===== config.mk =====
export PLATFORM = sky130hd
export DESIGN_NAME = bcp_board_ctrl
export DESIGN_NICKNAME = d
export VERILOG_FILES = /design/src/hw/bcp_pkg.sv /design/src/hw/bcp_tmr_if.sv /design/src/hw/bcp_timer.sv /design/src/hw/bcp_board_ctrl.sv
export SDC_FILE = /design/constraint.sdc
export NUM_CORES = 1
export LEC_CHECK = 0
export ABC_AREA = 1
export BUFFER_PORTS_ARGS = -buffer_cell sky130_fd_sc_hd__buf_2
export CORE_MARGIN = 3
export CORE_UTILIZATION = 60
export DETAILED_ROUTE_END_ITERATION = 12
export PLACE_DENSITY = 0.82
export SLEW_MARGIN = 25
export SYNTH_ARGS = -nofsm -noshare
export SYNTH_HDL_FRONTEND = slang
export SYNTH_HIERARCHICAL = 1
export SYNTH_SLANG_ARGS = --single-unit

===== constraint.sdc =====
create_clock -name aclk -period 4.3 [get_ports aclk]
set_input_delay 0.43 -clock aclk [delete_from_list [all_inputs] [get_ports aclk]]
set_output_delay 0.43 -clock aclk [all_outputs]
set_load 0.01 [all_outputs]

===== src/hw/bcp_pkg.sv =====
// constants shared by the board control port block
package bcp_pkg;
  // register byte offsets on the register bus
  localparam logic [7:0] OFF_GEN_CTRL = 8'h00;
  localparam logic [7:0] OFF_PB_CTRL = 8'h04;
  localparam logic [7:0] OFF_PB_DATA = 8'h08;
  localparam logic [7:0] OFF_PB_DIR = 8'h0c;
  localparam logic [7:0] OFF_PA_DATA = 8'h10;
  localparam logic [7:0] OFF_PA_DIR = 8'h14;
  localparam logic [7:0] OFF_PC_DATA = 8'h18;
  localparam logic [7:0] OFF_PC_DIR = 8'h1c;
  localparam logic [7:0] OFF_TMR_CTRL = 8'h20;
  localparam logic [7:0] OFF_TMR_PRELOAD = 8'h24;
  localparam logic [7:0] OFF_TMR_COUNT = 8'h28;
  localparam logic [7:0] OFF_IRQ_STATUS = 8'h30;
  localparam logic [7:0] OFF_IRQ_MASK = 8'h34;
  // general control and port b control fields
  localparam int GEN_MODE_HI = 7;
  localparam int GEN_MODE_LO = 6;
  localparam int PB_SUBMODE_BIT = 7;
  // board control port bits
  localparam int B_ARB = 7;
  localparam int B_ROLE_N = 6;
  localparam int B_RQ_HI = 5;
  localparam int B_RQ_LO = 4;
  localparam int B_SCL = 3;
  localparam int B_SDA = 2;
  localparam int B_CHA = 1;
  // third port bits
  localparam int PC_PA_EN_N = 0;
  localparam int PC_PA_DIR = 1;
  localparam int PC_WATCHDOG_REFRESH = 4;
  // timer control bits
  localparam int TC_EN = 0;
  localparam int TC_PERIODIC = 1;
  localparam int TC_SRC_RTC = 2;
  localparam int TC_PRESCALE = 3;
  // interrupt status and mask bits
  localparam int IRQ_TMR = 0;
  localparam int IRQ_RTC = 1;
  localparam int IRQ_W = 2;
  // reset values
  localparam logic [7:0] RST_ZERO = 8'h00;
  localparam logic [7:0] RST_PB_DATA = 8'h40;
  localparam logic [7:0] RST_PC_DATA = 8'h01;
  // timer geometry and clock divider
  localparam int TMR_W = 24;
  localparam int PRESCALE_W = 5;
  localparam int CLK_DIV = 4;
  localparam logic [1:0] DIV_LAST = 2'(CLK_DIV - 1);
  localparam logic [PRESCALE_W-1:0] PRE_LAST = 5'h1f;
  // synchroniser lanes
  localparam int SY_PA = 0;
  localparam int SY_SDA = 8;
  localparam int SY_RTC = 9;
  localparam int SY_XTAL = 10;
  localparam int SY_EXT = 11;
  localparam int SY_LINK = 12;
  localparam int SYNC_W = 13;
  // bus responses
  localparam logic [1:0] RESP_OKAY = 2'h0;
  localparam logic [1:0] RESP_SLVERR = 2'h2;
endpackage : bcp_pkg


===== src/hw/bcp_tmr_if.sv =====
// carrier between the register block and the interval timer
`timescale 1ns/1ps
interface bcp_tmr_if;
  logic enable;
  logic periodic;
  logic src_rtc;
  logic prescale_en;
  logic [bcp_pkg::TMR_W-1:0] preload;
  logic load;
  logic rtc_level;
  logic [bcp_pkg::TMR_W-1:0] count;
  logic expired;
  logic div_clk;
  modport ctl (output enable, periodic, src_rtc, prescale_en, preload, load, rtc_level,
               input count, expired, div_clk);
  modport tmr (input enable, periodic, src_rtc, prescale_en, preload, load, rtc_level,
               output count, expired, div_clk);
endinterface : bcp_tmr_if


===== src/hw/bcp_timer.sv =====
// 24-bit interval timer with prescaler and divided clock
`timescale 1ns/1ps
module bcp_timer (
  // clock and reset
  input wire logic aclk,
  input wire logic aresetn,
  // control and status
  bcp_tmr_if.tmr tif
);
  typedef struct packed {
    logic [1:0] div;
    logic div_clk;
    logic rtc_prev;
    logic [bcp_pkg::PRESCALE_W-1:0] pre;
    logic [bcp_pkg::TMR_W-1:0] count;
    logic running;
    logic expired;
  } bcp_tmr_state_s;

  bcp_tmr_state_s q;
  bcp_tmr_state_s d;
  logic src_tick;
  logic cnt_tick;

  always_comb begin
    d = q;
    d.expired = 1'b0;
    d.div = q.div + 2'h1;
    d.div_clk = q.div[1];
    d.rtc_prev = tif.rtc_level;
    src_tick = tif.src_rtc ? (tif.rtc_level & ~q.rtc_prev) : (q.div == bcp_pkg::DIV_LAST);
    cnt_tick = 1'b0;
    if (src_tick) begin
      if (tif.prescale_en) begin
        d.pre = q.pre + 5'h01;
        cnt_tick = (q.pre == bcp_pkg::PRE_LAST);
      end else begin
        cnt_tick = 1'b1;
      end
    end
    if (tif.load) begin
      d.count = tif.preload;
      d.running = tif.enable;
      d.pre = '0;
    end else if (cnt_tick && tif.enable && q.running) begin
      if (q.count == '0) begin
        d.expired = 1'b1;
        if (tif.periodic) begin
          d.count = tif.preload;
        end else begin
          d.running = 1'b0;
        end
      end else begin
        d.count = q.count - 24'h000001;
      end
    end
  end

  always_ff @(posedge aclk) begin
    if (!aresetn) begin
      q <= '0;
    end else begin
      q <= d;
    end
  end

  assign tif.count = q.count;
  assign tif.expired = q.expired;
  assign tif.div_clk = q.div_clk;
endmodule : bcp_timer


===== src/hw/bcp_board_ctrl.sv =====
// board control port, transceiver port, timer and register slave
`timescale 1ns/1ps
module bcp_board_ctrl #(
  parameter int ADDR_W = 8
) (
  // clock and reset
  input wire logic aclk,
  input wire logic aresetn,
  // axi4-lite write
  input wire logic [ADDR_W-1:0] s_axi_awaddr,
  input wire logic s_axi_awvalid,
  output logic s_axi_awready,
  input wire logic [31:0] s_axi_wdata,
  input wire logic [3:0] s_axi_wstrb,
  input wire logic s_axi_wvalid,
  output logic s_axi_wready,
  output logic [1:0] s_axi_bresp,
  output logic s_axi_bvalid,
  input wire logic s_axi_bready,
  // axi4-lite read
  input wire logic [ADDR_W-1:0] s_axi_araddr,
  input wire logic s_axi_arvalid,
  output logic s_axi_arready,
  output logic [31:0] s_axi_rdata,
  output logic [1:0] s_axi_rresp,
  output logic s_axi_rvalid,
  input wire logic s_axi_rready,
  // bus arbitration and role
  input wire logic sys_controller_link_override,
  output logic arbitration_scheme_select,
  output logic bus_controller_role_n,
  output logic priority_arbiter_en,
  output logic round_robin_arbiter_en,
  output logic sysclk_bclr_drive_en,
  output logic bus_request_level_hi,
  output logic bus_request_level_lo,
  // serial eeprom
  output logic eeprom_scl,
  input wire logic eeprom_sda_i,
  output logic eeprom_sda_o,
  output logic eeprom_sda_oe_n,
  // serial channel a clock
  input wire logic chan_a_crystal_clock,
  input wire logic chan_a_external_clock,
  output logic chan_a_clock_select,
  output logic chan_a_serial_clock_pin,
  // transceiver buffered port
  input wire logic [7:0] port_a_i,
  output logic [7:0] port_a_o,
  output logic [7:0] port_a_oe_n,
  output logic port_a_transceiver_direction,
  output logic port_a_transceiver_enable_n,
  // watchdog and timer
  output logic watchdog_refresh_o,
  output logic watchdog_refresh_oe_n,
  input wire logic rtc_timer1_output,
  output logic parallel_timer_unit_clk,
  // interrupt
  output logic irq
);
  typedef struct packed {
    logic [bcp_pkg::SYNC_W-1:0] s1;
    logic [bcp_pkg::SYNC_W-1:0] s2;
    logic [bcp_pkg::SYNC_W-1:0] s3;
    logic [bcp_pkg::SYNC_W-1:0] pins;
    logic aw_have;
    logic [ADDR_W-1:0] awa;
    logic w_have;
    logic [31:0] wdata;
    logic [3:0] wstrb;
    logic awready;
    logic wready;
    logic bvalid;
    logic [1:0] bresp;
    logic arready;
    logic rvalid;
    logic [31:0] rdata;
    logic [1:0] rresp;
    logic [7:0] gen_ctrl;
    logic [7:0] pb_ctrl;
    logic [7:0] pb_data;
    logic [7:0] pb_dir;
    logic [7:0] pb_pins;
    logic [7:0] pa_data;
    logic [7:0] pa_dir;
    logic [7:0] pc_data;
    logic [7:0] pc_dir;
    logic [3:0] tmr_ctrl;
    logic [bcp_pkg::TMR_W-1:0] preload;
    logic tmr_load;
    logic rtc_prev;
    logic [bcp_pkg::IRQ_W-1:0] irq_status;
    logic [bcp_pkg::IRQ_W-1:0] irq_mask;
    logic controller;
    logic chan_a_clk;
    logic irq;
  } bcp_state_s;

  bcp_state_s q;
  bcp_state_s d;
  bcp_tmr_if tif ();
  logic port_active;
  logic [7:0] pb_read;
  logic [7:0] pa_read;
  logic [7:0] wa;
  logic [7:0] ra;
  logic [bcp_pkg::SYNC_W-1:0] raw_pins;

  bcp_timer u_timer (
    .aclk(aclk),
    .aresetn(aresetn),
    .tif(tif)
  );

  assign raw_pins = {sys_controller_link_override, chan_a_external_clock, chan_a_crystal_clock,
                     rtc_timer1_output, eeprom_sda_i, port_a_i};
  assign tif.enable = q.tmr_ctrl[bcp_pkg::TC_EN];
  assign tif.periodic = q.tmr_ctrl[bcp_pkg::TC_PERIODIC];
  assign tif.src_rtc = q.tmr_ctrl[bcp_pkg::TC_SRC_RTC];
  assign tif.prescale_en = q.tmr_ctrl[bcp_pkg::TC_PRESCALE];
  assign tif.preload = q.preload;
  assign tif.load = q.tmr_load;
  assign tif.rtc_level = q.pins[bcp_pkg::SY_RTC];

  always_comb begin
    d = q;
    d.tmr_load = 1'b0;
    // pins pass three flops; a lane moves only when the last two agree
    d.s1 = raw_pins;
    d.s2 = q.s1;
    d.s3 = q.s2;
    for (int i = 0; i < bcp_pkg::SYNC_W; i++) begin
      if (q.s2[i] == q.s3[i]) begin
        d.pins[i] = q.s3[i];
      end
    end
    // the port only follows software once the unit is in plain bit i/o
    port_active = (q.gen_ctrl[bcp_pkg::GEN_MODE_HI:bcp_pkg::GEN_MODE_LO] == 2'h0)
                  && q.pb_ctrl[bcp_pkg::PB_SUBMODE_BIT];
    pb_read = q.pb_pins;
    if (!q.pb_dir[bcp_pkg::B_SDA]) begin
      pb_read[bcp_pkg::B_SDA] = q.pins[bcp_pkg::SY_SDA];
    end
    pa_read = (q.pa_data & q.pa_dir) | (q.pins[bcp_pkg::SY_PA +: 8] & ~q.pa_dir);
    // write channel: address and data may arrive in either order
    if (s_axi_awvalid && q.awready) begin
      d.aw_have = 1'b1;
      d.awa = s_axi_awaddr;
    end
    if (s_axi_wvalid && q.wready) begin
      d.w_have = 1'b1;
      d.wdata = s_axi_wdata;
      d.wstrb = s_axi_wstrb;
    end
    if (q.bvalid && s_axi_bready) begin
      d.bvalid = 1'b0;
    end
    wa = {d.awa[7:2], 2'h0};
    if (d.aw_have && d.w_have && !d.bvalid) begin
      d.aw_have = 1'b0;
      d.w_have = 1'b0;
      d.bvalid = 1'b1;
      d.bresp = bcp_pkg::RESP_OKAY;
      case (wa)
        bcp_pkg::OFF_GEN_CTRL: if (d.wstrb[0]) d.gen_ctrl = d.wdata[7:0];
        bcp_pkg::OFF_PB_CTRL: if (d.wstrb[0]) d.pb_ctrl = d.wdata[7:0];
        bcp_pkg::OFF_PB_DATA: if (d.wstrb[0]) d.pb_data = d.wdata[7:0];
        bcp_pkg::OFF_PB_DIR: if (d.wstrb[0]) d.pb_dir = d.wdata[7:0];
        bcp_pkg::OFF_PA_DATA: if (d.wstrb[0]) d.pa_data = d.wdata[7:0];
        bcp_pkg::OFF_PA_DIR: if (d.wstrb[0]) d.pa_dir = d.wdata[7:0];
        bcp_pkg::OFF_PC_DATA: if (d.wstrb[0]) d.pc_data = d.wdata[7:0];
        bcp_pkg::OFF_PC_DIR: if (d.wstrb[0]) d.pc_dir = d.wdata[7:0];
        bcp_pkg::OFF_TMR_CTRL: begin
          if (d.wstrb[0]) begin
            d.tmr_ctrl = d.wdata[3:0];
            d.tmr_load = 1'b1;
          end
        end
        bcp_pkg::OFF_TMR_PRELOAD: begin
          for (int b = 0; b < 3; b++) begin
            if (d.wstrb[b]) begin
              d.preload[b*8 +: 8] = d.wdata[b*8 +: 8];
            end
          end
        end
        bcp_pkg::OFF_TMR_COUNT: d.bresp = bcp_pkg::RESP_OKAY;
        bcp_pkg::OFF_IRQ_STATUS: begin
          if (d.wstrb[0]) begin
            d.irq_status = q.irq_status & ~d.wdata[bcp_pkg::IRQ_W-1:0];
          end
        end
        bcp_pkg::OFF_IRQ_MASK: if (d.wstrb[0]) d.irq_mask = d.wdata[bcp_pkg::IRQ_W-1:0];
        default: d.bresp = bcp_pkg::RESP_SLVERR;
      endcase
    end
    d.awready = ~d.aw_have & ~d.bvalid;
    d.wready = ~d.w_have & ~d.bvalid;
    // read channel
    if (q.rvalid && s_axi_rready) begin
      d.rvalid = 1'b0;
    end
    ra = {s_axi_araddr[7:2], 2'h0};
    if (s_axi_arvalid && q.arready) begin
      d.rvalid = 1'b1;
      d.rresp = bcp_pkg::RESP_OKAY;
      d.rdata = 32'h0000_0000;
      case (ra)
        bcp_pkg::OFF_GEN_CTRL: d.rdata[7:0] = q.gen_ctrl;
        bcp_pkg::OFF_PB_CTRL: d.rdata[7:0] = q.pb_ctrl;
        bcp_pkg::OFF_PB_DATA: d.rdata[7:0] = pb_read;
        bcp_pkg::OFF_PB_DIR: d.rdata[7:0] = q.pb_dir;
        bcp_pkg::OFF_PA_DATA: d.rdata[7:0] = pa_read;
        bcp_pkg::OFF_PA_DIR: d.rdata[7:0] = q.pa_dir;
        bcp_pkg::OFF_PC_DATA: d.rdata[7:0] = q.pc_data;
        bcp_pkg::OFF_PC_DIR: d.rdata[7:0] = q.pc_dir;
        bcp_pkg::OFF_TMR_CTRL: d.rdata[3:0] = q.tmr_ctrl;
        bcp_pkg::OFF_TMR_PRELOAD: d.rdata[bcp_pkg::TMR_W-1:0] = q.preload;
        bcp_pkg::OFF_TMR_COUNT: d.rdata[bcp_pkg::TMR_W-1:0] = tif.count;
        bcp_pkg::OFF_IRQ_STATUS: d.rdata[bcp_pkg::IRQ_W-1:0] = q.irq_status;
        bcp_pkg::OFF_IRQ_MASK: d.rdata[bcp_pkg::IRQ_W-1:0] = q.irq_mask;
        default: d.rresp = bcp_pkg::RESP_SLVERR;
      endcase
    end
    d.arready = ~d.rvalid;
    // output bits change only when written and configured as outputs
    for (int i = 0; i < 8; i++) begin
      if (port_active && q.pb_dir[i]) begin
        d.pb_pins[i] = q.pb_data[i];
      end
    end
    // the link forces non-controller regardless of software
    d.controller = ~q.pb_pins[bcp_pkg::B_ROLE_N] & ~q.pins[bcp_pkg::SY_LINK];
    // resampled at aclk: up to one aclk period of edge jitter on the serial clock
    d.chan_a_clk = q.pb_pins[bcp_pkg::B_CHA] ? q.pins[bcp_pkg::SY_EXT]
                                             : q.pins[bcp_pkg::SY_XTAL];
    // events: a set in the clearing cycle wins
    d.rtc_prev = q.pins[bcp_pkg::SY_RTC];
    if (tif.expired) begin
      d.irq_status[bcp_pkg::IRQ_TMR] = 1'b1;
    end
    if (q.pins[bcp_pkg::SY_RTC] && !q.rtc_prev) begin
      d.irq_status[bcp_pkg::IRQ_RTC] = 1'b1;
    end
    d.irq = |(d.irq_status & d.irq_mask);
  end

  always_ff @(posedge aclk) begin
    if (!aresetn) begin
      q <= '0;
      q.pb_data <= bcp_pkg::RST_PB_DATA;
      q.pb_pins <= bcp_pkg::RST_PB_DATA;
      q.pc_data <= bcp_pkg::RST_PC_DATA;
      q.gen_ctrl <= bcp_pkg::RST_ZERO;
      q.pb_dir <= bcp_pkg::RST_ZERO;
    end else begin
      q <= d;
    end
  end

  // bus
  assign s_axi_awready = q.awready;
  assign s_axi_wready = q.wready;
  assign s_axi_bvalid = q.bvalid;
  assign s_axi_bresp = q.bresp;
  assign s_axi_arready = q.arready;
  assign s_axi_rvalid = q.rvalid;
  assign s_axi_rdata = q.rdata;
  assign s_axi_rresp = q.rresp;
  // board control pins
  assign arbitration_scheme_select = q.pb_pins[bcp_pkg::B_ARB];
  assign bus_controller_role_n = ~q.controller;
  assign priority_arbiter_en = q.controller & q.pb_pins[bcp_pkg::B_ARB];
  assign round_robin_arbiter_en = q.controller & ~q.pb_pins[bcp_pkg::B_ARB];
  assign sysclk_bclr_drive_en = q.controller;
  assign bus_request_level_hi = q.pb_pins[bcp_pkg::B_RQ_HI];
  assign bus_request_level_lo = q.pb_pins[bcp_pkg::B_RQ_LO];
  assign eeprom_scl = q.pb_pins[bcp_pkg::B_SCL];
  assign eeprom_sda_o = q.pb_pins[bcp_pkg::B_SDA];
  assign eeprom_sda_oe_n = ~q.pb_dir[bcp_pkg::B_SDA];
  assign chan_a_clock_select = q.pb_pins[bcp_pkg::B_CHA];
  assign chan_a_serial_clock_pin = q.chan_a_clk;
  // transceiver port
  assign port_a_o = q.pa_data;
  assign port_a_oe_n = ~q.pa_dir;
  assign port_a_transceiver_direction = q.pc_data[bcp_pkg::PC_PA_DIR];
  assign port_a_transceiver_enable_n = q.pc_data[bcp_pkg::PC_PA_EN_N];
  // watchdog pin as input disables the watchdog
  assign watchdog_refresh_o = q.pc_data[bcp_pkg::PC_WATCHDOG_REFRESH];
  assign watchdog_refresh_oe_n = ~q.pc_dir[bcp_pkg::PC_WATCHDOG_REFRESH];
  assign parallel_timer_unit_clk = tif.div_clk;
  assign irq = q.irq;
endmodule : bcp_board_ctrl


Yosys cells after proc, flatten, opt, wreduce, memory -nomap -nowiden
Cells that the tools add are included.
- logic and storage cells: 216
- register bits: 274
- output and inout bits: 75
- bits of input ports: 72
- add/subtract/negate cells: 3
- equality and inequality tests: 41
- bitwise operators: 26
- reduce and logical (&&, ||, !) cells: 48
- multiplexer cells: 33
- operators by type and width (operator ; number):
    6-bit by 4-bit equality test with 1-bit output (second input constant) ; 10
    6-bit by 3-bit equality test with 1-bit output (second input constant) ; 8
    24-bit two-way mux ; 2
    3-bit AND reduction ; 14
    4-bit one-hot mux with 10 select lines ; 1
    37-bit two-way mux ; 1
    35-bit two-way mux ; 1
    16-bit one-hot mux with 2 select lines ; 1
    26-bit two-way mux ; 1
    2-bit one-hot mux with 13 select lines ; 1
    13-bit OR reduction ; 2
    25-bit two-way mux ; 1
    6-bit by 2-bit equality test with 1-bit output (second input constant) ; 4
    24-bit logical NOT ; 1
    24-bit by 1-bit subtractor with 24-bit output (second input constant) ; 1
    2-bit one-hot mux with 11 select lines ; 1
    1-bit logical AND ; 19
    8-bit bitwise AND ; 2
    2-bit two-way mux ; 7
    1-bit equality test ; 13
    1-bit two-way mux ; 13
    1-bit NOT ; 13
    6-bit by 1-bit equality test with 1-bit output (second input constant) ; 2
    6-bit logical NOT ; 2
    other kinds (20) ; 30

Depth between registers and ports, before layout
- depth in word-level cells: 10
- depth in mapped cells: 13
- mapped depth without buffers: 13

Cells and area by module
The synthesis kept the hierarchy.
- modules (own cells, without submodules) (module ; area an instance (µm²) ; cells each ; sequential area each (µm²) ; instances):
    bcp_board_ctrl ; 9801.9 ; 1372 ; 4544.4 ; 1
    bcp_timer ; 2651.3 ; 398 ; 700.7 ; 1

Least setup slack after synthesis
No wires, ideal clock.
- path type: reg2reg
- start point: register u_timer/q[27] (netlist bit)
- end point: register u_timer.q, in the netlist u_timer/tif.count[0]
- path buffers: 1
- setup time: 69 ps
- slack: 2467 ps
- cell stages (with the launch flop): 14
- required time: 4231 ps
- data arrival time: 1764 ps
- cell sequence: dfxtp_1 ha_1 inv_1 nor3_1 ha_1 inv_1 a21oi_1 nand2_1 nor2_4 buf_2 nand2_1 o21ai_0 nand3_1 a21oi_2
- word-level cells in the longest chain between the ends: 7
- ends and longest elaborated chain (element ; RTL line ; source):
    start: declaration ; bcp_timer.sv:20 ; bcp_tmr_state_s q;
    start signal: assignment ; bcp_timer.sv:61 ; q <= '0;
    start signal: assignment ; bcp_timer.sv:63 ; q <= d;
    5-bit equality test ; bcp_timer.sv:36 ; cnt_tick = (q.pre == bcp_pkg::PRE_LAST);
    1-bit two-way mux ; bcp_timer.sv:34 ; if (tif.prescale_en) begin
    1-bit two-way mux ; bcp_timer.sv:33 ; if (src_tick) begin
    1-bit logical AND (2 in a row) ; bcp_timer.sv:45 ; end else if (cnt_tick && tif.enable && q.running) begin
    2-bit nonzero test (no source line) ; - ;
    2-bit AND reduction (no source line) ; - ;
Every way passes these cells.
A chain may end at the register's enable or synchronous reset.

Worst setup path in the final report
- start point: register q, in the netlist s_axi_wready
- end point: register q[90] (netlist bit)
- word-level cells in the longest chain between the ends: 5
- ends and longest elaborated chain (element ; RTL line ; source):
    start: declaration ; bcp_board_ctrl.sv:99 ; bcp_state_s q;
    1-bit logical AND (*) ; bcp_board_ctrl.sv:150 ; if (s_axi_wvalid && q.wready) begin
    37-bit two-way mux (*) ; bcp_board_ctrl.sv:150 ;
    1-bit logical AND (2 in a row) ; bcp_board_ctrl.sv:159 ; if (d.aw_have && d.w_have && !d.bvalid) begin
    3-bit AND reduction (no source line) ; - ;
Every way passes the cells marked *; elsewhere a longest branch is shown, timed or not.

==> metrics.cfg <==
[grt]
first_global_vias = 10120
grt_max_degree = 112
track_usage_pct = 27.93
grt_pass1_wl_um = 51000
grt_overflow = 0
antenna_found_initial = 1

[floorplanning]
start_util_pct = 61.35
die_height_um = 150.1
core-area_um2 = 20300
ioPinCount = 147
die_w_um = 150.1
die_area_um2 = 22520
num_rows = 52

[flow_run]
cap_viol_max_count = 0

[synth]
async_flop_share_pct = 0
yosysWarnings = 6
ys_top_cells_by_area = dfxtp_1 42%, nand2_1 11%, inv_1 7.1%
synth_top_area_cell = dfxtp_1
synth.mux.area_fraction_pct = 0.7234
synth_cell_types = 50
syn_area_um2 = 12450
synth_top_area_share_pct = 42.12
synth-adder-area-share_pct = 0.4019
synth-compound-area-share_pct = 14.09
synth_ff_type = dfxtp_1
synth_top_family_by_area = simple AND/OR/NAND/NOR gates
synth-simple-area-share_pct = 27.72
synth_edf_count = 0
ys_seq_area_share_pct = 42.12
synth_seq_cells = 262
syn_avg_cell_area_um2 = 7.036
synthXorXnorAreaFrac_pct = 0.8440
netlist_instances = 1770

[cells_and_area]
drive_gt1_share_pct = 13.65
fin_nets = 1885
final_common_cell = nand2_1
area_delta_synth_final_pct = 10.20
layout_common_cells = 361 x nand2_1, 262 x dfxtp_1, 236 x inv_1
fillerInstances = 1700
utilization_pct = 67.60
fin_cells = 2102

[setup_path]
worstSetupEndpointType = flop
crit_type = reg2reg
cp_top_family = simple AND/OR/NAND/NOR gates
cp.buffers_inverters = 2
rrSetupSlack_ns = 1.60
crit_path_top_delay_cell = o21ai_0
crit_path_max_incr_delay_ns = 0.59
worstSetupStartpointType = flop
cp.arrival_ns = 3.17
critPathMaxFanout = 26
cp.required_ns = 4.77
path_cells = nand2_2 > o21ai_0 > nand2_4 > clkinv_4 > nand3_1 > inv_1 > nand2_1 > a21oi_1

[sta]
fin_crit_ns = 2.696
layout_worst_path_cycle_share_pct = 62.71
worstMarginPinSlew_ns = 1.029
finalSetupViolations = 0
finalClockSkew_ns = 0.01591
fmax_ghz = 0.3709
slew_viol_final = 0
rsz0062_at_grt = false
hold_violations = 0
final.setup.tns_ns = 0
max_slew_margin_pct = 31.18
fin_ws_ns = 1.604

[clocking]
clockRootBuffer = clkbuf_16
clk_latency_ns = 0.55
clock_sinks = 262
ctsHoldBuffers = 0
cts_tree = done
clk_pin_slew_ns = 0.07
ctsResizeCount = 0
htreeDepth = 1
clock_path_buffers = 3
post_cts_buffers = 0
cts_buffers = 28

[drt]
wl_per_cell_um = 15.27
vias_per_cell = 5.392
ant_nets = 0
drt_first_pass_iters = 6
drt_iter0_drc = 1116
drc = 0
wirelength_um = 32100
route.vias.total = 11330

[power]
p_per_area_nw_per_um2 = 410.7
power_leakage_nw = 6.589
peakVddDrop_uv = 363.5

[min_path]
hp-class = in2reg

[placed_design]
hpwl_um = 22200
placed_cells = 2049
numPortBuffers = 123
gp_congestion = 0.9253
dp_slack_ns = 1.523

[outcome]
status = finished clean

area by class of cell:
type	count	area, µm²	share of cell area (%)
flip-flops and latches	262	5245	38.22
inverters	244	920.9	6.710
multi-input cells	1142	5494	40.03
clock inverters	17	256.5	1.869
well taps	270	337.8	2.462
repair buffers	131	678.2	4.942
diodes	1	2.502	0.01823
clock buffers	35	788.3	5.744
worst register-to-register path: cells and delay by family, from the launching register on:
| kind | cells | cell delay [ns] |
|---|---|---|
| and+or+nand+nor | 4 | 1.04 |
| AOI/OAI and AO/OA | 2 | 0.73 |
| buffers and inverters | 2 | 0.51 |
| DFF | 1 | 0.35 |
metrics by stage:
step	instance area (µm²)	total power [mW]	hold WS, ns
2_1_floorplan	12490	2.864	0.3905
3_3_place_gp	12670	2.971	0.3956
3_5_place_dp	12680	2.984	0.3974
4_1_cts	13720	5.650	0.05232
5_1_grt	13720	5.803	0.07216
6_report	13720	5.635	0.06916
report_power, final:
part | switching [mW] | internal (mW) | total, mW
Clock | 1.03 | 1.67 | 2.70
Sequential | 0.0253 | 2.49 | 2.51
Combinational | 0.306 | 0.116 | 0.422
Total | 1.36 | 4.27 | 5.64
synth_stat cells, types with 9 or more instances:
cell,number
a21oi_1,121
nand4_1,22
nand2_2,13
mux2i_1,9
o21ai_0,157
clkbuf_1,34
nand3_1,100
dfxtp_1,262
nand2_1,361
buf_2,13
inv_1,236
nor2_1,225
buf_4,69
o21ai_1,24
final timing paths:
kind / startpoint / to / cells past startpoint
setup / recovery: s_axi_wready / q[90] / 8
hold / removal: port_a_i[4] / d[226] / 3
setup reg to reg: s_axi_wready / q[90] / 8
hold reg to reg: d[232] / d[219] / 2
kinds of logic (layout without fill, tap and decap cells):
kind of cell,after synthesis,after routing
AO/OA/AOI/OAI,332,332
XOR/XNOR,12,12
adder cells (fa/ha/maj),4,4
buffers and inverters,375,427
flip-flops,262,262
multiplexers,9,9
other,1,11
AND/OR/NAND/NOR,775,775
registers in the layout (all words and copies together) (netlist names), 2 cells and up:
signal             count
tif.preload           24
u_timer/q              8
s_axi_rdata           24
q                    122
u_timer/tif.count     24
pb_read                2
d                     27
port_a_o               8
metal layers:
| layer | vias up | track usage (%) | part of all wire [%] |
|---|---|---|---|
| li1 | 5605 | - | - |
| met1 | 5191 | 38.83 | 43 |
| met2 | 481 | 46.25 | 47 |
| met3 | 57 | 3.452 | 8.4 |
| met4 | 0 | 7.228 | 1.9 |
| met5 | - | 0 | 0 |
(Power assumes the default switching activity.)
